File: src/core/kmh_consts.svh
/*
 * Constants of the keyboard/mouse host port: port addresses, status and
 * configuration bit positions, commands, reset values and link timing.
 * Assumes inclusion by bare name from the modules.
 */
`ifndef KMH_CONSTS_SVH
`define KMH_CONSTS_SVH

// ------------------------------------------------------------
// Host I/O ports
// ------------------------------------------------------------
`define KMH_PORT_DATA       8'h60
`define KMH_PORT_CMD        8'h64

// ------------------------------------------------------------
// Status bit positions
// ------------------------------------------------------------
`define KMH_ST_PARITY       7
`define KMH_ST_TIMEOUT      6
`define KMH_ST_MOUSE        5
`define KMH_ST_UNLOCK       4
`define KMH_ST_CMD          3
`define KMH_ST_SYS          2
`define KMH_ST_IBF          1
`define KMH_ST_OBF          0

// ------------------------------------------------------------
// Configuration byte bit positions and reset value
// ------------------------------------------------------------
`define KMH_CF_RSVD         7
`define KMH_CF_XLAT         6
`define KMH_CF_MSDIS        5
`define KMH_CF_KBDIS        4
`define KMH_CF_LOCKOVR      3
`define KMH_CF_SYS          2
`define KMH_CF_MSIRQ        1
`define KMH_CF_KBIRQ        0
`define KMH_CFG_RESET       8'h00
`define KMH_CFG_RAM_ADDR    8'h20

// ------------------------------------------------------------
// Commands
// ------------------------------------------------------------
`define KMH_CMD_RDCFG       8'h20
`define KMH_CMD_WRCFG       8'h60
`define KMH_CMD_MSDIS       8'hA7
`define KMH_CMD_MSEN        8'hA8
`define KMH_CMD_KBDIS       8'hAD
`define KMH_CMD_KBEN        8'hAE

// ------------------------------------------------------------
// AHB-Lite controller registers (byte offsets)
// ------------------------------------------------------------
`define KMH_REG_CTRL        8'h00
`define KMH_REG_STATUS      8'h04
`define KMH_REG_RDATA       8'h08
`define KMH_CTRL_GO         8
`define KMH_CTRL_READ       9
`define KMH_CTRL_PORT       10

// ------------------------------------------------------------
// Timing
// ------------------------------------------------------------
`define KMH_CLK_NS          4
`define KMH_HOLD_NS         16
`define KMH_HOLD_CYC        ((`KMH_HOLD_NS + `KMH_CLK_NS - 1) / `KMH_CLK_NS)
`define KMH_KBD_TIMEOUT_US  2
`define KMH_KBD_TIMEOUT_CYC (`KMH_KBD_TIMEOUT_US * 1000 / `KMH_CLK_NS)

`endif

File: src/core/kmh_pkg.sv
/*
 * Types of the keyboard/mouse host port: the byte type shared by both ends and each end's state type.
 * Assumes kmh_consts.svh is on the include path.
 */
package kmh_pkg;

    typedef logic [7:0] kmh_byte_t;

    typedef enum logic [1:0]
    {
        KMH_ACC_IDLE,
        KMH_ACC_STROBE,
        KMH_ACC_WAIT
    } kmh_acc_e;

    typedef enum logic [1:0]
    {
        KMH_EX_IDLE,
        KMH_EX_WRCFG
    } kmh_ex_e;

endpackage

File: src/core/kmh_io_if.sv
/*
 * I/O strobe link between the host processor end and the keyboard
 * controller end. Assumes both ends share clk; strobes are one cycle.
 */
`timescale 1ns/1ps
interface kmh_io_if;
    import kmh_pkg::*;
    logic       ioRd;
    logic       ioWr;
    logic       portCmd;
    kmh_byte_t  wrData;
    kmh_byte_t  rdData;
    logic       rdValid;
    logic       irqKbd;
    logic       irqMouse;

    modport device
    (
        input  ioRd,
        input  ioWr,
        input  portCmd,
        input  wrData,
        output rdData,
        output rdValid,
        output irqKbd,
        output irqMouse
    );

    modport host
    (
        output ioRd,
        output ioWr,
        output portCmd,
        output wrData,
        input  rdData,
        input  rdValid,
        input  irqKbd,
        input  irqMouse
    );
endinterface

File: src/core/kmh_kbd_ctrl.sv
/*
 * Keyboard/mouse controller end: status register, single input buffer,
 * output buffer, configuration byte and command interpreter.
 * Assumes a host on the same clock issuing one-cycle read/write strobes,
 * and keyboard/mouse receivers delivering bytes, with parity/timeout flags on keyboard bytes only.
 */
// The implementer's own choice: the AHB-Lite slave port.
`timescale 1ns/1ps
`include "kmh_consts.svh"
module kmh_kbd_ctrl
(
    input  wire logic            clk,
    input  wire logic            rst,
    kmh_io_if.device             io,
    input  wire logic            kbdValid,
    input  wire kmh_pkg::kmh_byte_t kbdCode,
    input  wire logic            kbdParityErr,
    input  wire logic            kbdTimeout,
    input  wire logic            mouseValid,
    input  wire kmh_pkg::kmh_byte_t mouseCode,
    input  wire logic            lockSwitchInput,
    output logic                 kbdClockLineOut,
    output logic                 kbdClockLineOe,
    output logic                 mouseEnable,
    output logic                 translateEnable,
    output kmh_pkg::kmh_byte_t   hostCmdByte,
    output logic                 hostCmdValid
);
    import kmh_pkg::*;

    typedef struct packed
    {
        kmh_byte_t  inBuf;
        logic       ibf;
        logic       cmdFlag;
        kmh_byte_t  outBuf;
        logic       obf;
        logic       mouseData;
        logic       parityErr;
        logic       timeoutErr;
        kmh_byte_t  cfgByte;
        kmh_ex_e    exState;
        kmh_byte_t  rdData;
        logic       rdValid;
        logic       irqKbd;
        logic       irqMouse;
        logic       lockMeta;
        logic       lockSync;
        logic       kbdClkOe;
        logic       kbdRxEn;
        logic       mouseEn;
        logic       xlatEn;
        kmh_byte_t  cmdOut;
        logic       cmdOutValid;
    } kmh_dev_s;

    kmh_dev_s   cur;
    kmh_dev_s   next_cur;
    kmh_byte_t  status;
    logic       unlocked;
    kmh_byte_t  kbdXlat;

    // ------------------------------------------------------------
    // Status assembly
    // ------------------------------------------------------------
    always_comb
    begin
        unlocked = ~cur.lockSync | cur.cfgByte[`KMH_CF_LOCKOVR];
        status = 8'h00;
        status[`KMH_ST_PARITY]  = cur.parityErr;
        status[`KMH_ST_TIMEOUT] = cur.timeoutErr;
        status[`KMH_ST_MOUSE]   = cur.obf & cur.mouseData;
        status[`KMH_ST_UNLOCK]  = unlocked;
        status[`KMH_ST_CMD]     = cur.cmdFlag;
        status[`KMH_ST_SYS]     = cur.cfgByte[`KMH_CF_SYS];
        status[`KMH_ST_IBF]     = cur.ibf;
        status[`KMH_ST_OBF]     = cur.obf;
        // Simple translation stand-in: set-2 codes fold their top bit
        kbdXlat = cur.cfgByte[`KMH_CF_XLAT] ? {1'b0, kbdCode[6:0]} : kbdCode;
    end

    // ------------------------------------------------------------
    // Next state
    // ------------------------------------------------------------
    always_comb
    begin
        next_cur = cur;
        next_cur.rdValid = 1'b0;
        next_cur.irqKbd = 1'b0;
        next_cur.irqMouse = 1'b0;
        next_cur.cmdOutValid = 1'b0;
        // Lock switch is a pin: two flops before use
        next_cur.lockMeta = lockSwitchInput;
        next_cur.lockSync = cur.lockMeta;

        // Host reads answer on the next cycle
        if (io.ioRd)
        begin
            next_cur.rdValid = 1'b1;
            if (io.portCmd)
                next_cur.rdData = status;
            else
            begin
                next_cur.rdData = cur.outBuf;
                next_cur.obf = 1'b0;
                next_cur.mouseData = 1'b0;
            end
        end

        // Receiver events; parity/timeout reflect the last keyboard byte
        if (kbdValid && cur.kbdRxEn && unlocked)
        begin
            next_cur.parityErr = kbdParityErr;
            next_cur.timeoutErr = kbdTimeout;
        end
        if (!next_cur.obf)
        begin
            if (kbdValid && cur.kbdRxEn && unlocked)
            begin
                next_cur.outBuf = kbdXlat;
                next_cur.obf = 1'b1;
                next_cur.mouseData = 1'b0;
                next_cur.irqKbd = cur.cfgByte[`KMH_CF_KBIRQ];
            end
            else if (mouseValid && cur.mouseEn)
            begin
                next_cur.outBuf = mouseCode;
                next_cur.obf = 1'b1;
                next_cur.mouseData = 1'b1;
                next_cur.irqMouse = cur.cfgByte[`KMH_CF_MSIRQ];
            end
        end

        // Internal controller consumes the input buffer one cycle after fill
        if (cur.ibf)
        begin
            next_cur.ibf = 1'b0;
            if (cur.cmdFlag)
            begin
                next_cur.exState = KMH_EX_IDLE;
                unique case (cur.inBuf)
                    `KMH_CMD_RDCFG:
                    begin
                        next_cur.outBuf = cur.cfgByte;
                        next_cur.obf = 1'b1;
                        next_cur.mouseData = 1'b0;
                    end
                    `KMH_CMD_WRCFG: next_cur.exState = KMH_EX_WRCFG;
                    `KMH_CMD_MSDIS: next_cur.cfgByte[`KMH_CF_MSDIS] = 1'b1;
                    `KMH_CMD_MSEN:  next_cur.cfgByte[`KMH_CF_MSDIS] = 1'b0;
                    `KMH_CMD_KBDIS: next_cur.cfgByte[`KMH_CF_KBDIS] = 1'b1;
                    `KMH_CMD_KBEN:  next_cur.cfgByte[`KMH_CF_KBDIS] = 1'b0;
                    default:
                    begin
                        next_cur.cmdOut = cur.inBuf;
                        next_cur.cmdOutValid = 1'b1;
                    end
                endcase
            end
            else if (cur.exState == KMH_EX_WRCFG)
            begin
                // Reserved bit forced low in case the host breaks its side
                next_cur.cfgByte = {1'b0, cur.inBuf[6:0]};
                next_cur.exState = KMH_EX_IDLE;
            end
        end

        // A host write wins over consumption in the same cycle
        if (io.ioWr)
        begin
            next_cur.inBuf = io.wrData;
            next_cur.ibf = 1'b1;
            next_cur.cmdFlag = io.portCmd;
        end

        next_cur.kbdClkOe = next_cur.cfgByte[`KMH_CF_KBDIS];
        next_cur.kbdRxEn = ~next_cur.cfgByte[`KMH_CF_KBDIS];
        next_cur.mouseEn = ~next_cur.cfgByte[`KMH_CF_MSDIS];
        next_cur.xlatEn = next_cur.cfgByte[`KMH_CF_XLAT];
    end

    always_ff @(posedge clk or posedge rst)
    begin
        if (rst)
        begin
            cur <= '0;
            cur.cfgByte <= `KMH_CFG_RESET;
            cur.exState <= KMH_EX_IDLE;
            cur.kbdRxEn <= 1'b1;
            cur.mouseEn <= 1'b1;
        end
        else
            cur <= next_cur;
    end

    assign io.rdData = cur.rdData;
    assign io.rdValid = cur.rdValid;
    assign io.irqKbd = cur.irqKbd;
    assign io.irqMouse = cur.irqMouse;
    assign kbdClockLineOut = 1'b0;
    assign kbdClockLineOe = cur.kbdClkOe;
    assign mouseEnable = cur.mouseEn;
    assign translateEnable = cur.xlatEn;
    assign hostCmdByte = cur.cmdOut;
    assign hostCmdValid = cur.cmdOutValid;
endmodule

File: src/flat_wrapper.sv
// flat-port wrapper written by rule: the top's interface ports become plain ports
module kmh_kbd_ctrl_flat import kmh_pkg::*;
  (clk, rst, kbdValid, kbdCode, kbdParityErr, kbdTimeout, mouseValid, mouseCode, lockSwitchInput, kbdClockLineOut, kbdClockLineOe, mouseEnable, translateEnable, hostCmdByte, hostCmdValid, io_ioRd, io_ioWr, io_portCmd, io_wrData, io_rdData, io_rdValid, io_irqKbd, io_irqMouse);
  kmh_io_if io_i ();
  input  wire logic clk;
  input  wire logic rst;
  input  wire logic kbdValid;
  input  wire kmh_pkg::kmh_byte_t kbdCode;
  input  wire logic kbdParityErr;
  input  wire logic kbdTimeout;
  input  wire logic mouseValid;
  input  wire kmh_pkg::kmh_byte_t mouseCode;
  input  wire logic lockSwitchInput;
  output logic kbdClockLineOut;
  output logic kbdClockLineOe;
  output logic mouseEnable;
  output logic translateEnable;
  output kmh_pkg::kmh_byte_t hostCmdByte;
  output logic hostCmdValid;
  input wire logic [$bits(io_i.ioRd)-1:0] io_ioRd;
  input wire logic [$bits(io_i.ioWr)-1:0] io_ioWr;
  input wire logic [$bits(io_i.portCmd)-1:0] io_portCmd;
  input wire logic [$bits(io_i.wrData)-1:0] io_wrData;
  output wire logic [$bits(io_i.rdData)-1:0] io_rdData;
  output wire logic [$bits(io_i.rdValid)-1:0] io_rdValid;
  output wire logic [$bits(io_i.irqKbd)-1:0] io_irqKbd;
  output wire logic [$bits(io_i.irqMouse)-1:0] io_irqMouse;
  assign io_i.ioRd = io_ioRd;
  assign io_i.ioWr = io_ioWr;
  assign io_i.portCmd = io_portCmd;
  assign io_i.wrData = io_wrData;
  assign io_rdData = io_i.rdData;
  assign io_rdValid = io_i.rdValid;
  assign io_irqKbd = io_i.irqKbd;
  assign io_irqMouse = io_i.irqMouse;
  kmh_kbd_ctrl u_core (.clk(clk), .rst(rst), .io(io_i), .kbdValid(kbdValid), .kbdCode(kbdCode), .kbdParityErr(kbdParityErr), .kbdTimeout(kbdTimeout), .mouseValid(mouseValid), .mouseCode(mouseCode), .lockSwitchInput(lockSwitchInput), .kbdClockLineOut(kbdClockLineOut), .kbdClockLineOe(kbdClockLineOe), .mouseEnable(mouseEnable), .translateEnable(translateEnable), .hostCmdByte(hostCmdByte), .hostCmdValid(hostCmdValid));
endmodule
File: config.mk
export PLATFORM = sky130hd
export DESIGN_NAME = kmh_kbd_ctrl_flat
export DESIGN_NICKNAME = d
export VERILOG_FILES = /design/src/core/kmh_pkg.sv /design/src/core/kmh_io_if.sv /design/src/core/kmh_kbd_ctrl.sv /design/src/flat_wrapper.sv
export VERILOG_INCLUDE_DIRS = /design/src /design/src/core
export SDC_FILE = /design/constraint.sdc
export NUM_CORES = 1
export LEC_CHECK = 0
export BUFFER_PORTS_ARGS = -buffer_cell sky130_fd_sc_hd__buf_2
export CAP_MARGIN = 20
export CELL_PAD_IN_SITES_DETAIL_PLACEMENT = 1
export CELL_PAD_IN_SITES_GLOBAL_PLACEMENT = 1
export CORE_UTILIZATION = 42
export DETAILED_ROUTE_END_ITERATION = 6
export GPL_TIMING_DRIVEN = 0
export PLACE_DENSITY_LB_ADDON = 0.1
export SETUP_SLACK_MARGIN = 0.2
export SLEW_MARGIN = 20
export SYNTH_ARGS = -nofsm -noshare
export SYNTH_HDL_FRONTEND = slang
export SYNTH_SLANG_ARGS = --single-unit
File: constraint.sdc
create_clock -name clk -period 2.2 [get_ports clk]
set_input_delay 0.33 -clock clk [delete_from_list [all_inputs] [get_ports clk]]
set_output_delay 0.33 -clock clk [all_outputs]
set_load 0.1 [all_outputs]
==> results.sh, run 1 <==
export IMPL_status="completed"
export IMPL_final_hold_viol_count=0
export IMPL_postSynthAreaPerCell_sq_um=11.0
export IMPL_antenna_found_initial=0
export IMPL_synth_warnings=0
export IMPL_fmax_mhz=501
export IMPL_place_congestion=0.840
export IMPL_max_clock_path_buffers=2
export IMPL_r2r_slack_ps=200
export IMPL_ir_worst_vdd_mv=0.438
export IMPL_crit_reg2reg_capture="u_core.hostCmdByte[1]"
export IMPL_synth_seq_cells=54
export IMPL_grt_max_degree=55
export IMPL_critPathCapture="u_core.hostCmdByte[1]"
export IMPL_hold_ws_ps=103
export IMPL_crit_required_ps=2400
export IMPL_syn_nets=275
export IMPL_fin_skew_ps=3.88
export IMPL_p_leak_nw=1.46
export IMPL_place_hpwl_um=4410
export IMPL_drt_wl_total_um=6330
export IMPL_drv_cap=0
export IMPL_antennaDiodeCount=0
export IMPL_wl_per_cell_um=16.3
export IMPL_drc_errors=0
export IMPL_period_share=0.907
export IMPL_synth_top_area_frac=0.491
export IMPL_synth_area_leader_cell="dfrtp_1"
export IMPL_cts_root_buf="clkbuf_8"
export IMPL_mostFrequentLayoutCells="buf_2 (58), dfrtp_1 (49), buf_4 (24), a21oi_1 (16), mux2_2 (16)"
export IMPL_relSlewSlack=0.550
export IMPL_clkLatencyLatePin_ps=310
export IMPL_start_kind="register"
export IMPL_ys_seq_area_frac=0.510
export IMPL_gr_usage_all_layers=0.210
export IMPL_min_path_type="input port to asynchronous set/reset pin"
export IMPL_powerDensity_nw_per_um2=956
export IMPL_first_global_vias=2036
export IMPL_synthArstFlopShare=1.00
export IMPL_clk_pin_slew_ps=90
export IMPL_grt_first_pass_wirelength_um=10300
export IMPL_synthTopCellsByArea="dfrtp_1 (49%), mux2_2 (6.8%), buf_4 (4.8%)"
export IMPL_htreeDepth=2
export IMPL_critPathArrivalTime_ps=2200
export IMPL_cts_buffers=5
export IMPL_rows=28
export IMPL_ys_types=46
export IMPL_critical_path_class="register to register"
export IMPL_grt_setup_unrepaired="yes"
export IMPL_layout_nets=346
export IMPL_r2r_cells=6
export IMPL_power_mw=3.07
export IMPL_worstPathMaxFanout=5
export IMPL_final_setup_viol_count=0
export IMPL_cts_sinks=54
export IMPL_stdcell_area_sq_um=3210
export IMPL_cts_hold_buf=0
export IMPL_netlist_instances=241
export IMPL_start_util=0.443
export IMPL_syn_area_sq_um=2650
export IMPL_critPathCaptureType="register"
export IMPL_overflow=0
export IMPL_crit_start="u_core.cur[53]"
export IMPL_final_common_cell="buf_2"
export IMPL_dieArea_sq_um=6640
export IMPL_drv_slew=0
export IMPL_drive_gt1_frac=0.419
export IMPL_first_pass_iters=5
export IMPL_detail_route_iter0_violations=86
export IMPL_io_pins=58
export IMPL_finalCriticalPeriod_ps=2000
export IMPL_antenna_left=0
export IMPL_worstMarginPinSlew_ps=675
export IMPL_post_route_util=0.536
export IMPL_ys_flop_type="dfrtp_1"
export IMPL_dieWidth_um=81.5
export IMPL_nFillCells=685
export IMPL_area_growth_pct=21.1
export IMPL_io_buffers=56
export IMPL_avgViaCountPerCell=5.30
export IMPL_die_h_um=81.5
export IMPL_timing_rr_start="u_core.cur[53]"
export IMPL_vias=2055
export IMPL_synth_edf_count=0
export IMPL_dpl_cell_area_sq_um=3030
export IMPL_cts_tree="done"
export IMPL_core_area_sq_um=5990
==> report_power, final <==
part / internal, mW / total (mW) / leakage (nW) / switching (mW)
clock network: 0.255 / 0.575 / 0.0482 / 0.320
logic: 0.363 / 1.21 / 0.771 / 0.850
registers: 1.16 / 1.28 / 0.639 / 0.123
==> Yosys cell counts (all sizes together), types with 2 or more instances <==
master / n
a32oi: 2
o21a: 7
nand4b: 2
a211oi: 8
buf: 21
or2: 2
a21oi: 16
and2: 2
a31oi: 2
mux2: 23
clkbuf: 12
nand3: 5
nand2: 14
nand2b: 3
nor2: 14
dfrtp: 52
nor3: 9
inv: 4
nor2b: 2
dfstp: 2
or3: 2
nand4: 3
mux2i: 6
o31ai: 7
o21ai: 6
==> through the flow <==
stage | setup TNS (ps) | setup WS (ps) | cells
floorplan | 0 | 233 | 241
global placement | -8240 | -162 | 372
detailed placement | 0 | 42.0 | 372
CTS | 0 | 201 | 382
global route | 0 | 149 | 388
finish | 0 | 204 | 388
==> registers in the layout, summed over array words and instances (netlist names) <==
signal and flops:
u_core.io.rdData 8, u_core.io.irqMouse 1, u_core.cur 33, u_core.hostCmdValid 1
u_core.hostCmdByte 8, u_core.io.irqKbd 1, u_core.io.rdValid 1, u_core.mouseEnable 1
==> cell type report <==
cell class / count / area (sq um) / area share
sequential: 54 / 1360 / 0.423
multi-input combinational: 150 / 1100 / 0.343
inverter: 4 / 17.5 / 0.00545
timing repair buffer: 64 / 344 / 0.107
buffer: 33 / 206 / 0.0643
tap: 75 / 93.8 / 0.0292
clock buffer: 7 / 86.3 / 0.0269
clock inverter: 1 / 5.00 / 0.00156
==> timing repair <==
item                                    CTS  global route
endpoints found under the setup margin   17             7
resized for setup                         3             8
pin swaps                                 2             0
buffers inserted                          2             5
endpoints found under the hold margin     0             0
gates cloned                              0             1
==> logic make-up after synthesis <==
logic type | Yosys count | synth area share
other | 1 | 0.00141
flip-flops | 54 | 0.510
AO/OA/AOI/OAI | 54 | 0.136
AND/OR/NAND/NOR | 65 | 0.136
buffers and inverters | 37 | 0.0825
multiplexers | 29 | 0.130
XOR/XNOR | 1 | 0.00330
==> worst max-delay path, stage by stage, from the launching register on <==
cell      delay, ps
dfrtp_1         380
buf_6           120
or4b_4          500
or2_4           260
o2111a_2        190
buf_6           150
mux2_4          290
==> metal layers <==
metal | global-route usage | vias to the layer above | part of all wire
met5 | 0 | - | 0
met3 | 0.0267 | 8 | 0.041
met2 | 0.320 | 53 | 0.47
met4 | 0.0804 | 0 | 0.015
met1 | 0.304 | 1012 | 0.47
li1 | - | 982 | -
==> worst min path at each step <==
stage               slack [ps]                    end  cells after the start
floorplan                  330         u_core.cur[13]                      0
global placement           330         u_core.cur[13]                      0
detailed placement         340         u_core.cur[13]                      0
CTS                        110         u_core.cur[14]                      1
global route               110         u_core.cur[14]                      1
finish                     100  u_core.hostCmdByte[2]                      2
No activity file was read; power rests on OpenSTA's default activity.
==> inputs of run 2 (changes only) <==
==> constraint.sdc (replaced) <==
create_clock -name clk -period 2.2 [get_ports clk]
set_input_delay 0.11 -clock clk [delete_from_list [all_inputs] [get_ports clk]]
set_output_delay 0.11 -clock clk [all_outputs]
set_load 0.1 [all_outputs]
==> results.sh, run 2 (synthesis results as in run 1) <==
export IMPL_status="completed"
export IMPL_drive_gt1_frac=0.413
export IMPL_start_kind="register"
export IMPL_place_congestion=0.840
export IMPL_largest_register_ffs=33
export IMPL_drv_slew=0
export IMPL_vias=2076
export IMPL_area_growth_pct=22.6
export IMPL_largest_register="u_core.cur"
export IMPL_min_path_type="input port to register"
export IMPL_grt_max_degree=55
export IMPL_fmax_mhz=500
export IMPL_avgViaCountPerCell=5.30
export IMPL_clkLatencyLatePin_ps=310
export IMPL_first_global_vias=2055
export IMPL_dpl_cell_area_sq_um=3030
export IMPL_wl_per_cell_um=16.2
export IMPL_max_clock_path_buffers=2
export IMPL_place_hpwl_um=4410
export IMPL_antenna_found_initial=0
export IMPL_highest_layer="met4"
export IMPL_final_hold_viol_count=0
export IMPL_crit_required_ps=2400
export IMPL_cts_root_buf="clkbuf_8"
export IMPL_dr_wl_met2_um=3060
export IMPL_worstMarginPinSlew_ps=677
export IMPL_die_h_um=81.5
export IMPL_grt_first_pass_wirelength_um=10400
export IMPL_dieArea_sq_um=6640
export IMPL_stdcell_area_sq_um=3250
export IMPL_cts_tree="done"
export IMPL_post_route_util=0.543
export IMPL_wl_met3_um=279
export IMPL_grt_setup_unrepaired="yes"
export IMPL_wl_met1_um=2920
export IMPL_dieWidth_um=81.5
export IMPL_critical_path_class="register to register"
export IMPL_critPathCaptureType="register"
export IMPL_core_area_sq_um=5990
export IMPL_worstPathMaxFanout=5
export IMPL_mostFrequentLayoutCells="buf_2 (58), dfrtp_1 (49), buf_4 (24), a21oi_1 (16), mux2_2 (16)"
export IMPL_overflow=0
export IMPL_layout_nets=350
export IMPL_ir_worst_vdd_mv=0.438
export IMPL_final_setup_viol_count=0
export IMPL_p_leak_nw=1.47
export IMPL_relSlewSlack=0.549
export IMPL_antennaDiodeCount=0
export IMPL_start_util=0.443
export IMPL_first_pass_iters=4
export IMPL_fin_tns_setup_ps=0
export IMPL_critPathArrivalTime_ps=2200
export IMPL_antenna_left=0
export IMPL_fin_skew_ps=3.39
export IMPL_powerDensity_nw_per_um2=946
export IMPL_rows=28
export IMPL_cts_sinks=54
export IMPL_cts_buffers=5
export IMPL_final_common_cell="buf_2"
export IMPL_r2r_slack_ps=200
export IMPL_period_share=0.909
export IMPL_finalCriticalPeriod_ps=2000
export IMPL_io_pins=58
export IMPL_drv_cap=0
export IMPL_gr_usage_all_layers=0.212
export IMPL_drc_errors=0
export IMPL_detail_route_iter0_violations=99
export IMPL_io_buffers=56
export IMPL_drt_wl_total_um=6350
export IMPL_htreeDepth=2
export IMPL_clk_pin_slew_ps=90
run 2: cell count changes in the layout (fill, tap and decap cells not counted):
| cell | delta |
|---|---|
| dlygate4sd3_1 | +4 |
run 2: worst max-delay path, stage by stage, from the launching register on:
cell	delay, ps
dfrtp_1	380
buf_6	120
or4b_4	510
or2_4	260
o2111a_2	190
buf_6	150
mux2_4	290
run 2: cell type report:
type                            instances  area, sq um
Buffer                                 33          206
Sequential cell                        54         1360
Fill cell                             682         2740
Timing Repair Buffer                   68          384
Inverter                                4         17.5
Clock inverter                          1         5.00
Clock buffer                            7         86.3
Tap cell                               75         93.8
Multi-Input combinational cell        150         1100
run 2: routing by layer:
layer,up-vias,GRT usage
li1,989,-
met1,1024,0.304
met2,55,0.325
met3,8,0.0267
met4,0,0.0804
met5,-,0
run 2: worst paths after layout:
| kind | startpoint | endpoint | depth (start not counted) |
|---|---|---|---|
| min in group asynchronous | rst | u_core.hostCmdByte[2] | 3 |
| hold / removal | io_wrData[5] | u_core.cur[55] | 3 |
| max in group asynchronous | rst | u_core.cur[57] | 3 |
| setup reg to reg | u_core.cur[53] | u_core.hostCmdByte[1] | 6 |
| hold reg to reg | u_core.cur[14] | u_core.cur[13] | 0 |
| setup / recovery | u_core.cur[53] | u_core.hostCmdByte[1] | 6 |
run 2: what timing repair did:
item	in CTS	in global routing
buffers inserted	2	5
hold buffers	4	0
cloned	0	1
hold endpoints to repair	55	0
gates resized for setup	3	8
pin swaps	2	0
setup endpoints to repair	17	7
run 2: power breakdown:
part	internal (mW)	switching (mW)
clock network	0.255	0.320
registers	1.16	0.123
logic	0.368	0.851
run 2: metrics by stage:
step / power, mW / hold slack [ps] / cells / setup WS [ps]
detailed placement: 2.50 / 221 / 372 / 42.0
CTS: 3.09 / 20.4 / 386 / 201
floorplan: 2.27 / 141 / 241 / 233
finish: 3.08 / 24.8 / 392 / 201
global route: 3.23 / 29.4 / 392 / 149
global placement: 2.47 / 219 / 372 / 58.2
